$ cat config.mk
export PLATFORM = sky130hd
export DESIGN_NAME = adccal_ctrl
export DESIGN_NICKNAME = d
export VERILOG_FILES = /design/src/rtl/adccal_pkg.sv /design/src/rtl/adccal_ctrl.sv
export SDC_FILE = /design/constraint.sdc
export NUM_CORES = 1
export LEC_CHECK = 0
export BUFFER_PORTS_ARGS = -buffer_cell sky130_fd_sc_hd__buf_2
export CELL_PAD_IN_SITES_DETAIL_PLACEMENT = 0
export CELL_PAD_IN_SITES_GLOBAL_PLACEMENT = 1
export CORE_MARGIN = 10
export CORE_UTILIZATION = 31
export CTS_BUF_LIST = sky130_fd_sc_hd__clkbuf_4
export DETAILED_ROUTE_END_ITERATION = 6
export HOLD_SLACK_MARGIN = 0.06
export PLACE_DENSITY = 0.79
export REMOVE_ABC_BUFFERS = 1
export SYNTH_ARGS = -nofsm -noshare
export SYNTH_HDL_FRONTEND = slang
export SYNTH_SLANG_ARGS = --single-unit
$ cat constraint.sdc
create_clock -name mclk -period 1.44 [get_ports mclk]
set_input_delay 0.216 -clock mclk [delete_from_list [all_inputs] [get_ports mclk]]
set_output_delay 0.216 -clock mclk [all_outputs]
set_load 0.02 [all_outputs]
$ cat src/rtl/adccal_pkg.sv
/*
 * adccal_pkg: register offsets, field positions, reset values, state and
 * averaging constants for the converter calibration control block.
 * assumes nothing of its surroundings.
 */
package adccal_pkg;
  // byte addresses on the apb bus
  localparam logic [7:0] ADCCAL_OFS_CTRL = 8'h00;
  localparam logic [7:0] ADCCAL_OFS_INT_STAT = 8'h04;
  localparam logic [7:0] ADCCAL_OFS_INT_MASK = 8'h08;
  // control register field positions
  localparam int ADCCAL_BIT_BUSY = 7;
  localparam int ADCCAL_BIT_GAIN_DIS = 6;
  localparam int ADCCAL_BIT_AVG_HI = 5;
  localparam int ADCCAL_BIT_AVG_LO = 4;
  localparam int ADCCAL_BIT_RSVD3 = 3;
  localparam int ADCCAL_BIT_RSVD2 = 2;
  localparam int ADCCAL_BIT_TYPE = 1;
  localparam int ADCCAL_BIT_START = 0;
  localparam logic [7:0] ADCCAL_CTRL_RST = 8'h00;
  // interrupt status bits
  localparam int ADCCAL_IRQ_CAL_DONE = 0;
  localparam int ADCCAL_IRQ_CONV_DONE = 1;
  localparam int ADCCAL_IRQ_GAIN_BLOCKED = 2;
  localparam logic [2:0] ADCCAL_IRQ_RST = 3'h0;
  // averaging counts per select code
  localparam logic [5:0] ADCCAL_AVG_00 = 6'h0F;
  localparam logic [5:0] ADCCAL_AVG_01 = 6'h01;
  localparam logic [5:0] ADCCAL_AVG_10 = 6'h1F;
  localparam logic [5:0] ADCCAL_AVG_11 = 6'h3F;
  localparam logic [5:0] ADCCAL_CNT_RST = 6'h00;
  typedef enum logic [1:0] {
    ADCCAL_IDLE = 2'b00,
    ADCCAL_CAL = 2'b01,
    ADCCAL_CONV = 2'b11
  } adccal_state_t;
endpackage : adccal_pkg

$ cat src/rtl/adccal_ctrl.sv
/*
 * adccal_ctrl: apb slave holding the calibration control register, the
 * sequencer that issues converter readings during a calibration cycle,
 * and a sticky interrupt status with mask.
 * assumes an external converter core that takes one-cycle read requests
 * and answers each with a one-cycle done pulse; one clock, mclk.
 */
// Added by the designer: register access over APB and the register addresses.
`timescale 1ns/1ns
`default_nettype none

// What this block does
// - bit 7 is a read-only busy flag high for the whole of a conversion or calibration and cleared by hardware at its end.
// - bit 6 set to one inhibits gain calibration, zero permits it.
// - select code 00, 01, 10, 11 averages 15, 1, 31 or 63 readings per calibration.
// - bit 1 zero selects offset calibration and one selects gain calibration.
// - setting bit 0 starts the selected calibration with the selected averaging count.
// - bit 0 clears itself when the calibration completes.
// - the control register reads zero after reset.
module adccal_ctrl
  import adccal_pkg::*;
(
  input wire logic mclk,            // core clock
  input wire logic rst_n,           // async reset, active low
  input wire logic psel,            // apb select
  input wire logic penable,         // apb access phase
  input wire logic pwrite,          // apb direction
  input wire logic [7:0] paddr,     // apb byte address
  input wire logic [31:0] pwdata,   // apb write data
  output logic [31:0] prdata,       // apb read data
  output logic pready,              // apb ready
  output logic pslverr,             // apb error on unmapped address
  input wire logic conv_start,      // request of an ordinary conversion
  output logic conv_req,            // one-cycle reading request to core
  output logic conv_is_cal,         // request belongs to calibration
  output logic cal_type_gain,       // calibration kind for the core
  input wire logic conv_done,       // core finished one reading
  output logic cal_coef_load,       // pulse: calibration result valid
  output logic irq                  // level interrupt
);

  adccal_state_t state_r, state_nxt;
  logic [7:0] ctrl_r, ctrl_nxt;
  logic [5:0] cnt_r, cnt_nxt;
  logic req_r, req_nxt;
  logic load_r;
  logic [2:0] ist_r, ist_nxt, imask_r, imask_nxt;
  logic [31:0] prdata_r;

  function automatic logic [5:0] avg_count(input logic [1:0] sel);
    unique case (sel)
      2'b00: avg_count = ADCCAL_AVG_00;
      2'b01: avg_count = ADCCAL_AVG_01;
      2'b10: avg_count = ADCCAL_AVG_10;
      2'b11: avg_count = ADCCAL_AVG_11;
    endcase
  endfunction : avg_count

  wire acc = psel && penable;
  wire wr = acc && pwrite;
  wire hit_ctrl = paddr == ADCCAL_OFS_CTRL;
  wire hit_ist = paddr == ADCCAL_OFS_INT_STAT;
  wire hit_imask = paddr == ADCCAL_OFS_INT_MASK;
  wire mapped = hit_ctrl || hit_ist || hit_imask;
  wire wr_ctrl = wr && hit_ctrl;
  wire busy = state_r != ADCCAL_IDLE;
  wire want_start = wr_ctrl && pwdata[ADCCAL_BIT_START] && !busy;
  wire want_gain = pwdata[ADCCAL_BIT_TYPE];
  // gain run asked for while inhibited: start bit is refused
  wire gain_blocked = want_start && want_gain
                      && pwdata[ADCCAL_BIT_GAIN_DIS];
  wire cal_go = want_start && !gain_blocked;
  wire conv_go = conv_start && !busy && !wr_ctrl;
  wire last_read = state_r == ADCCAL_CAL && conv_done
                   && cnt_r == 6'h01;
  wire cal_end = last_read;
  wire conv_end = state_r == ADCCAL_CONV && conv_done;

  always_comb begin
    state_nxt = state_r;
    cnt_nxt = cnt_r;
    req_nxt = 1'b0;
    unique case (state_r)
      ADCCAL_IDLE: begin
        if (cal_go) begin
          state_nxt = ADCCAL_CAL;
          // count chosen from the value being written
          cnt_nxt = avg_count(pwdata[ADCCAL_BIT_AVG_HI:ADCCAL_BIT_AVG_LO]);
          req_nxt = 1'b1;
        end else if (conv_go) begin
          state_nxt = ADCCAL_CONV;
          req_nxt = 1'b1;
        end
      end
      ADCCAL_CAL: begin
        if (conv_done) begin
          if (cal_end) begin
            state_nxt = ADCCAL_IDLE;
            cnt_nxt = ADCCAL_CNT_RST;
          end else begin
            cnt_nxt = cnt_r - 6'h01;
            req_nxt = 1'b1;
          end
        end
      end
      ADCCAL_CONV: begin
        if (conv_done) begin
          state_nxt = ADCCAL_IDLE;
        end
      end
      default: begin
        state_nxt = ADCCAL_IDLE;
      end
    endcase
  end

  // software bits 6..1 write only while idle; busy bit is never stored
  always_comb begin
    ctrl_nxt = ctrl_r;
    if (wr_ctrl && !busy) begin
      ctrl_nxt[ADCCAL_BIT_GAIN_DIS:ADCCAL_BIT_TYPE] =
        pwdata[ADCCAL_BIT_GAIN_DIS:ADCCAL_BIT_TYPE];
      ctrl_nxt[ADCCAL_BIT_START] = cal_go;
    end
    if (cal_end) begin
      ctrl_nxt[ADCCAL_BIT_START] = 1'b0;
    end
    ctrl_nxt[ADCCAL_BIT_BUSY] = 1'b0;
  end

  // set wins over write-one-to-clear
  wire [2:0] ist_set = {gain_blocked, conv_end, cal_end};
  always_comb begin
    ist_nxt = ist_r;
    if (wr && hit_ist) begin
      ist_nxt = ist_r & ~pwdata[2:0];
    end
    ist_nxt = ist_nxt | ist_set;
    imask_nxt = (wr && hit_imask) ? pwdata[2:0] : imask_r;
  end

  wire [7:0] ctrl_view = {busy, ctrl_r[6:0]};
  wire [31:0] rd_mux = hit_ctrl ? {24'h000000, ctrl_view} :
                       hit_ist ? {29'h0000000, ist_r} :
                       hit_imask ? {29'h0000000, imask_r} : 32'h00000000;

  always_ff @(posedge mclk or negedge rst_n) begin
    if (!rst_n) begin
      state_r <= ADCCAL_IDLE;
      ctrl_r <= ADCCAL_CTRL_RST;
      cnt_r <= ADCCAL_CNT_RST;
      req_r <= 1'b0;
      load_r <= 1'b0;
      ist_r <= ADCCAL_IRQ_RST;
      imask_r <= ADCCAL_IRQ_RST;
      prdata_r <= 32'h00000000;
    end else begin
      state_r <= state_nxt;
      ctrl_r <= ctrl_nxt;
      cnt_r <= cnt_nxt;
      req_r <= req_nxt;
      load_r <= cal_end;
      ist_r <= ist_nxt;
      imask_r <= imask_nxt;
      if (psel && !penable && !pwrite) begin
        prdata_r <= rd_mux;
      end
    end
  end

  // read data is latched in setup, so every access takes two cycles
  assign pready = 1'b1;
  assign pslverr = acc && !mapped;
  assign prdata = prdata_r;
  assign conv_req = req_r;
  assign conv_is_cal = state_r == ADCCAL_CAL;
  assign cal_type_gain = ctrl_r[ADCCAL_BIT_TYPE];
  assign cal_coef_load = load_r;
  assign irq = |(ist_r & imask_r);

endmodule : adccal_ctrl

`default_nettype wire

## Word-level counts from Yosys, hierarchy flattened

Index checks and enable logic that the tools add are counted.

- Output and inout port bits: 39
- Input port bits: 47
- Word-level logic and storage cells: 85
- Flip-flop bits (word level): 55

- $add $sub $neg: 1
- Multiplexer cells: 22
- Equal/unequal tests: 13
- Reductions and logical operators: 36
- Bitwise gates (word level): 4

Operators with widths:

| cell | count |
|---|---|
| case mux 6 bit (4 select lines) | 1 |
| logical AND 1 bit | 19 |
| 2-to-1 mux 6 bit | 3 |
| case mux 6 bit (2 select lines) | 1 |
| 2-to-1 mux 2 bit | 5 |
| 2-to-1 mux 3 bit | 3 |
| == test 8 x 3 -> 1 bit, second input constant | 1 |
| == test 8 x 4 -> 1 bit, second input constant | 1 |
| zero test 8 bit | 1 |
| 2-to-1 mux 8 bit | 1 |
| AND 3 bit | 2 |
| == test 2 bit, second input constant | 3 |
| == test 6 x 1 -> 1 bit, second input constant | 1 |
| zero test 1 bit | 6 |
| 2-to-1 mux 1 bit | 6 |
| case mux 2 bit (3 select lines) | 1 |
| nonzero test 2 bit | 3 |
| subtractor 6 x 1 -> 6 bit, second input constant | 1 |
| == test 2 x 1 -> 1 bit, second input constant | 2 |
| zero test 2 bit | 2 |
| inequality test 2 x 1 -> 1 bit, second input constant | 2 |
| inequality test 2 bit, second input constant | 2 |
| AND reduction 4 bit | 1 |
| inequality test 3 bit, second input constant | 1 |
| 6 further kinds | 7 |

## Depth between registers and ports, before layout

- Word-level depth: 11
- Depth in mapped cells: 6
- Gate-level depth less buffers: 6

## Worst setup path after synthesis

No wires, ideal clock.

- Path kind: flip-flop to flip-flop
- From: register state_r[0]
- To: register cnt_r[1]
- Clock period less this slack: 1.585 ns
- Setup slack: -0.145 ns
- Cell stages (with the launch flop): 6
- Arrival time: 1.460 ns
- Path buffers: 1
- Required time: 1.315 ns
- Setup time: 0.125 ns
- Path through: dfrtp_1 -> nor4bb_1 -> and4_1 -> buf_4 -> a21oi_4 -> mux2_4

- Cells in the longest elaborated chain, start to end: 9
- Elaborated cells between the ends (all ways): 18
- Classes of those cells: 3 x eq/ne; 3 x mux; 12 x reduce/logical

Ends and longest elaborated chain:

| item | RTL line | source |
|---|---|---|
| from (decl) | adccal_ctrl.sv:42 | `adccal_state_t state_r, state_nxt;` |
| from (signal assigned) | adccal_ctrl.sv:158 | `state_r <= state_nxt;` |
| nonzero test 2 bit | adccal_ctrl.sv:66 | `wire busy = state_r != ADCCAL_IDLE;` |
| zero test 1 bit | adccal_ctrl.sv:67 | `wire want_start = wr_ctrl && pwdata[ADCCAL_BIT_START] && !busy;` |
| logical AND 1 bit | adccal_ctrl.sv:67 |  |
| logical AND 1 bit | adccal_ctrl.sv:70 | `wire gain_blocked = want_start && want_gain` |
| logical AND 1 bit | adccal_ctrl.sv:71 | `&& pwdata[ADCCAL_BIT_GAIN_DIS];` |
| zero test 1 bit | adccal_ctrl.sv:72 | `wire cal_go = want_start && !gain_blocked;` |
| logical AND 1 bit | adccal_ctrl.sv:72 |  |
| inequality test 2 bit (no line) | n/a |  |
| AND reduction 3 bit (no line) | n/a |  |
| to (signal assigned) | adccal_ctrl.sv:160 | `cnt_r <= cnt_nxt;` |
| to (decl) | adccal_ctrl.sv:44 | `logic [5:0] cnt_r, cnt_nxt;` |

Parallel ways exist; a longest one is shown, timed or not. The select of a mux whose other input is x is not followed.
A chain may end at the register's enable or synchronous reset.

## Worst setup path in the final report

Same ends and word-level chain as after synthesis.

==> impl_summary.txt <==
----------------------------------------------------
[Power]
  Leakage component of the power ... 1.256 nW
  Peak supply drop ... 0.7240 mV
  Power density over the cells ... 1363 nW/µm²

[Global routing]
  Initial antenna violation count ... 0
  Maximum number of pins on one net before global-route repair ... 32
  GR Util All Layers ... 0.1056
  Aggregate global routing overflow ... 0
  Via count of the first global-routing pass ... 1,669
  First-pass GRT wire length ... 7734 µm

[Critical path]
  Data arrival at the endpoint of the critical path ... 1.82 ns
  Critical path type ... reg2reg
  Required time at the worst-slack endpoint ... 1.67 ns
  Endpoint kind of the worst setup timing path ... flop
  Kind of start point of the critical path ... flop
  Crit path max fanout ... 6

[Detailed routing]
  Via-to-Cell Ratio ... 4.703
  Number of vias in the routed layout ... 1,585
  Detailed Routing Iterations Pass 1 ... 4
  Wire length after detailed routing ... 4941 µm
  DRC ... 0
  Average wire per cell in the routed design ... 14.66 µm
  Iteration-0 DRC count of the detailed router ... 43
  Post-DRT Antenna Nets ... 0

[Outcome]
  Failing checks ... negative setup slack
  Outcome ... finished with violations

[Placed design]
  HPWL after detailed placement ... 3590 µm
  Pre-CTS setup slack ... -0.1439 ns
  Post-Place Cell Area ... 2171 µm²
  Gpl congestion ... 0.8491
  Buffers added on ports ... 35

[Clocking]
  CTS H-tree depth ... 2
  Clock latency reported for the late side of the worst-skew pair ... 0.33 ns
  Clock tree sinks ... 31
  Clock transition at the register clock pins on the worst setup and hold paths after CTS ... 0.11 ns
  TritonCTS clock tree ... built
  Cell at the root of the clock tree ... sky130_fd_sc_hd__clkbuf_4
  Max Buffers Root-to-Sink ... 2
  Number of clock buffers inserted by TritonCTS ... 5

[Synth]
  Post-Syn Area per Cell ... 9.579 µm²
  Top post-synthesis cells by count ... sky130_fd_sc_hd__nand2_1, sky130_fd_sc_hd__dfrtp_1, sky130_fd_sc_hd__buf_4
  Sequential area share after synthesis ... 0.4285
  Mapped Cells ... 189
  Share of async-settable or async-resettable flops after synthesis ... 1.000
  Library cell with the largest summed area after synthesis ... sky130_fd_sc_hd__dfrtp_1
  Total standard cell area after synthesis ... 1810 µm²
  Flip-flop and latch count after synthesis ... 31
  Cell types occupying the most area after synthesis ... sky130_fd_sc_hd__dfrtp_1, sky130_fd_sc_hd__buf_4, sky130_fd_sc_hd__nand2_1
  Most instantiated library cell after synthesis ... sky130_fd_sc_hd__nand2_1
  Post-synth EDFFs ... 0
  Share of Yosys cell area claimed by the top area cell type ... 0.4285
  Count of distinct cell types in the synthesized netlist ... 43
  Synthesis warning total ... 0
  Dominant synthesized flop cell ... sky130_fd_sc_hd__dfrtp_1

[Timing]
  Clock skew ... 0.006921 ns
  Slew Viols, Final ... 0
  Fmax ... 0.6288 GHz
  Unrepaired setup endpoints after global routing ... true
  Min Clock Period, post-route ... 1.590 ns
  Final Worst Setup Slack ... -0.1504 ns
  Setup TNS ... -0.6884 ns
  Tightest hold margin ... 0.1138 ns
  Setup violation total in the final timing report ... 15
  Crit share post-route ... 1.104
  Final hold violation count ... 0

[Floorplanning]
  Boundary Pins ... 86
  Initial core utilization ... 0.3248
  Die outline width ... 96.42 µm
  Die extent in y ... 96.42 µm
  Standard cell core area ... 5574 µm²
  Die area ... 9297 µm²
  Floorplan row count ... 27

[Hold path]
  Type of the worst min-delay path ... in2reg

[Final layout]
  Area overhead of the layout relative to synthesis ... 36.56%
  # nets final ... 313
  Proportion of layout cells with a drive suffix above 1 ... 0.4415
  Antenna diodes ... 0
  Final instance area ... 2472 µm²

[Run]
  Number of max-cap violations ... 0

----------------------------------------------------
==> per-layer routing <==
metal  track usage  wire (µm)  vias up
met1        0.1259       2143      764
met5             0          0        -
met4       0.03390         46        0
met2        0.1721       2354       48
met3       0.04009        396        5
li1              -          -      768
==> report_power, final <==
group	internal, W	switching (W)	leakage (nW)
registers	0.00101	0.000124	0.403
logic	0.000758	0.000791	0.810
clock network	0.000357	0.000328	0.0426
total	0.00213	0.00124	1.26
==> layout by cell type (no fill, tap or decap), types with 2 or more instances in the layout <==
cell type	count
sky130_fd_sc_hd__nand2_2	7
sky130_fd_sc_hd__o221ai_2	4
sky130_fd_sc_hd__a21o_1	2
sky130_fd_sc_hd__buf_2	34
sky130_fd_sc_hd__mux2i_1	3
sky130_fd_sc_hd__and3_1	4
sky130_fd_sc_hd__nor2_1	6
sky130_fd_sc_hd__buf_4	32
sky130_fd_sc_hd__nor4_4	2
sky130_fd_sc_hd__inv_1	5
sky130_fd_sc_hd__clkbuf_4	5
sky130_fd_sc_hd__nand2_1	27
sky130_fd_sc_hd__a21oi_1	5
sky130_fd_sc_hd__buf_6	6
sky130_fd_sc_hd__nand4b_1	4
sky130_fd_sc_hd__dfrtp_1	31
sky130_fd_sc_hd__o21ai_0	6
sky130_fd_sc_hd__mux2_2	4
sky130_fd_sc_hd__dlygate4sd3_1	2
sky130_fd_sc_hd__nand3_1	4
sky130_fd_sc_hd__nor2_2	2
sky130_fd_sc_hd__a31oi_1	3
sky130_fd_sc_hd__a22o_1	5
sky130_fd_sc_hd__conb_1	25
==> layout make-up <==
| type | instances | area [µm²] |
|---|---|---|
| timing repair buffer | 74 | 498.0 |
| clock buffer | 5 | 37.54 |
| sequential | 31 | 775.7 |
| multi-input combinational | 145 | 1003 |
| inverter | 7 | 28.78 |
| tap | 72 | 90.09 |
| fill | 551 | 3102 |
| clock inverter | 3 | 38.79 |
==> final timing paths <==
kind	start	endpoint	slack (ns)	cells after the start
worst max-delay path	state_r[0]	cnt_r[1]	-0.15	4
worst min-delay path	pwdata[6]	ctrl_r[6]	0.11	3
worst max register to register	state_r[0]	cnt_r[1]	-0.15	4
worst min register to register	prdata[1]	prdata[1]	0.49	2
max in group asynchronous	rst_n	cnt_r[0]	0.72	3
min in group asynchronous	rst_n	prdata[2]	0.43	3
==> state kept, by name, summed over array words and instances, names as in the netlist <==
name           count
cnt_r              6
state_r            2
prdata             8
ctrl_r             7
conv_req           1
imask_r            3
cal_coef_load      1
ist_r              3
==> worst max-delay path: stages, from the launching register on <==
cell	delay, ns
sky130_fd_sc_hd__dfrtp_1	0.41
sky130_fd_sc_hd__nor4bb_2	0.36
sky130_fd_sc_hd__and4_4	0.31
sky130_fd_sc_hd__a21oi_4	0.10
sky130_fd_sc_hd__mux2_4	0.31
==> what timing repair did <==
item	4_1_cts	5_1_grt
pin swaps	10	21
gates resized for setup	13	30
hold endpoints to repair	31	1
buffers inserted	5	3
cloned	0	1
setup endpoints to repair	9	17
hold buffers	1	1
==> logic make-up after synthesis <==
| group | Yosys count | share of synthesized area |
|---|---|---|
| buf+inv | 36 | 0.1341 |
| mux | 8 | 0.04975 |
| flops | 31 | 0.4285 |
| other cells | 2 | 0.004148 |
| fa+ha+maj | 2 | 0.01382 |
| simple gates | 72 | 0.2163 |
| compound gates | 38 | 0.1534 |
==> per-stage QoR <==
step	std cells	total power, W	util
2_1_floorplan	183	0.001776	-
3_3_place_gp	320	0.002278	0.3895
3_5_place_dp	320	0.002304	0.3895
4_1_cts	333	0.003145	0.4189
5_1_grt	337	0.003568	0.4435
6_report	337	0.003371	0.4435
Note: power is estimated with default switching activity, not from simulation.
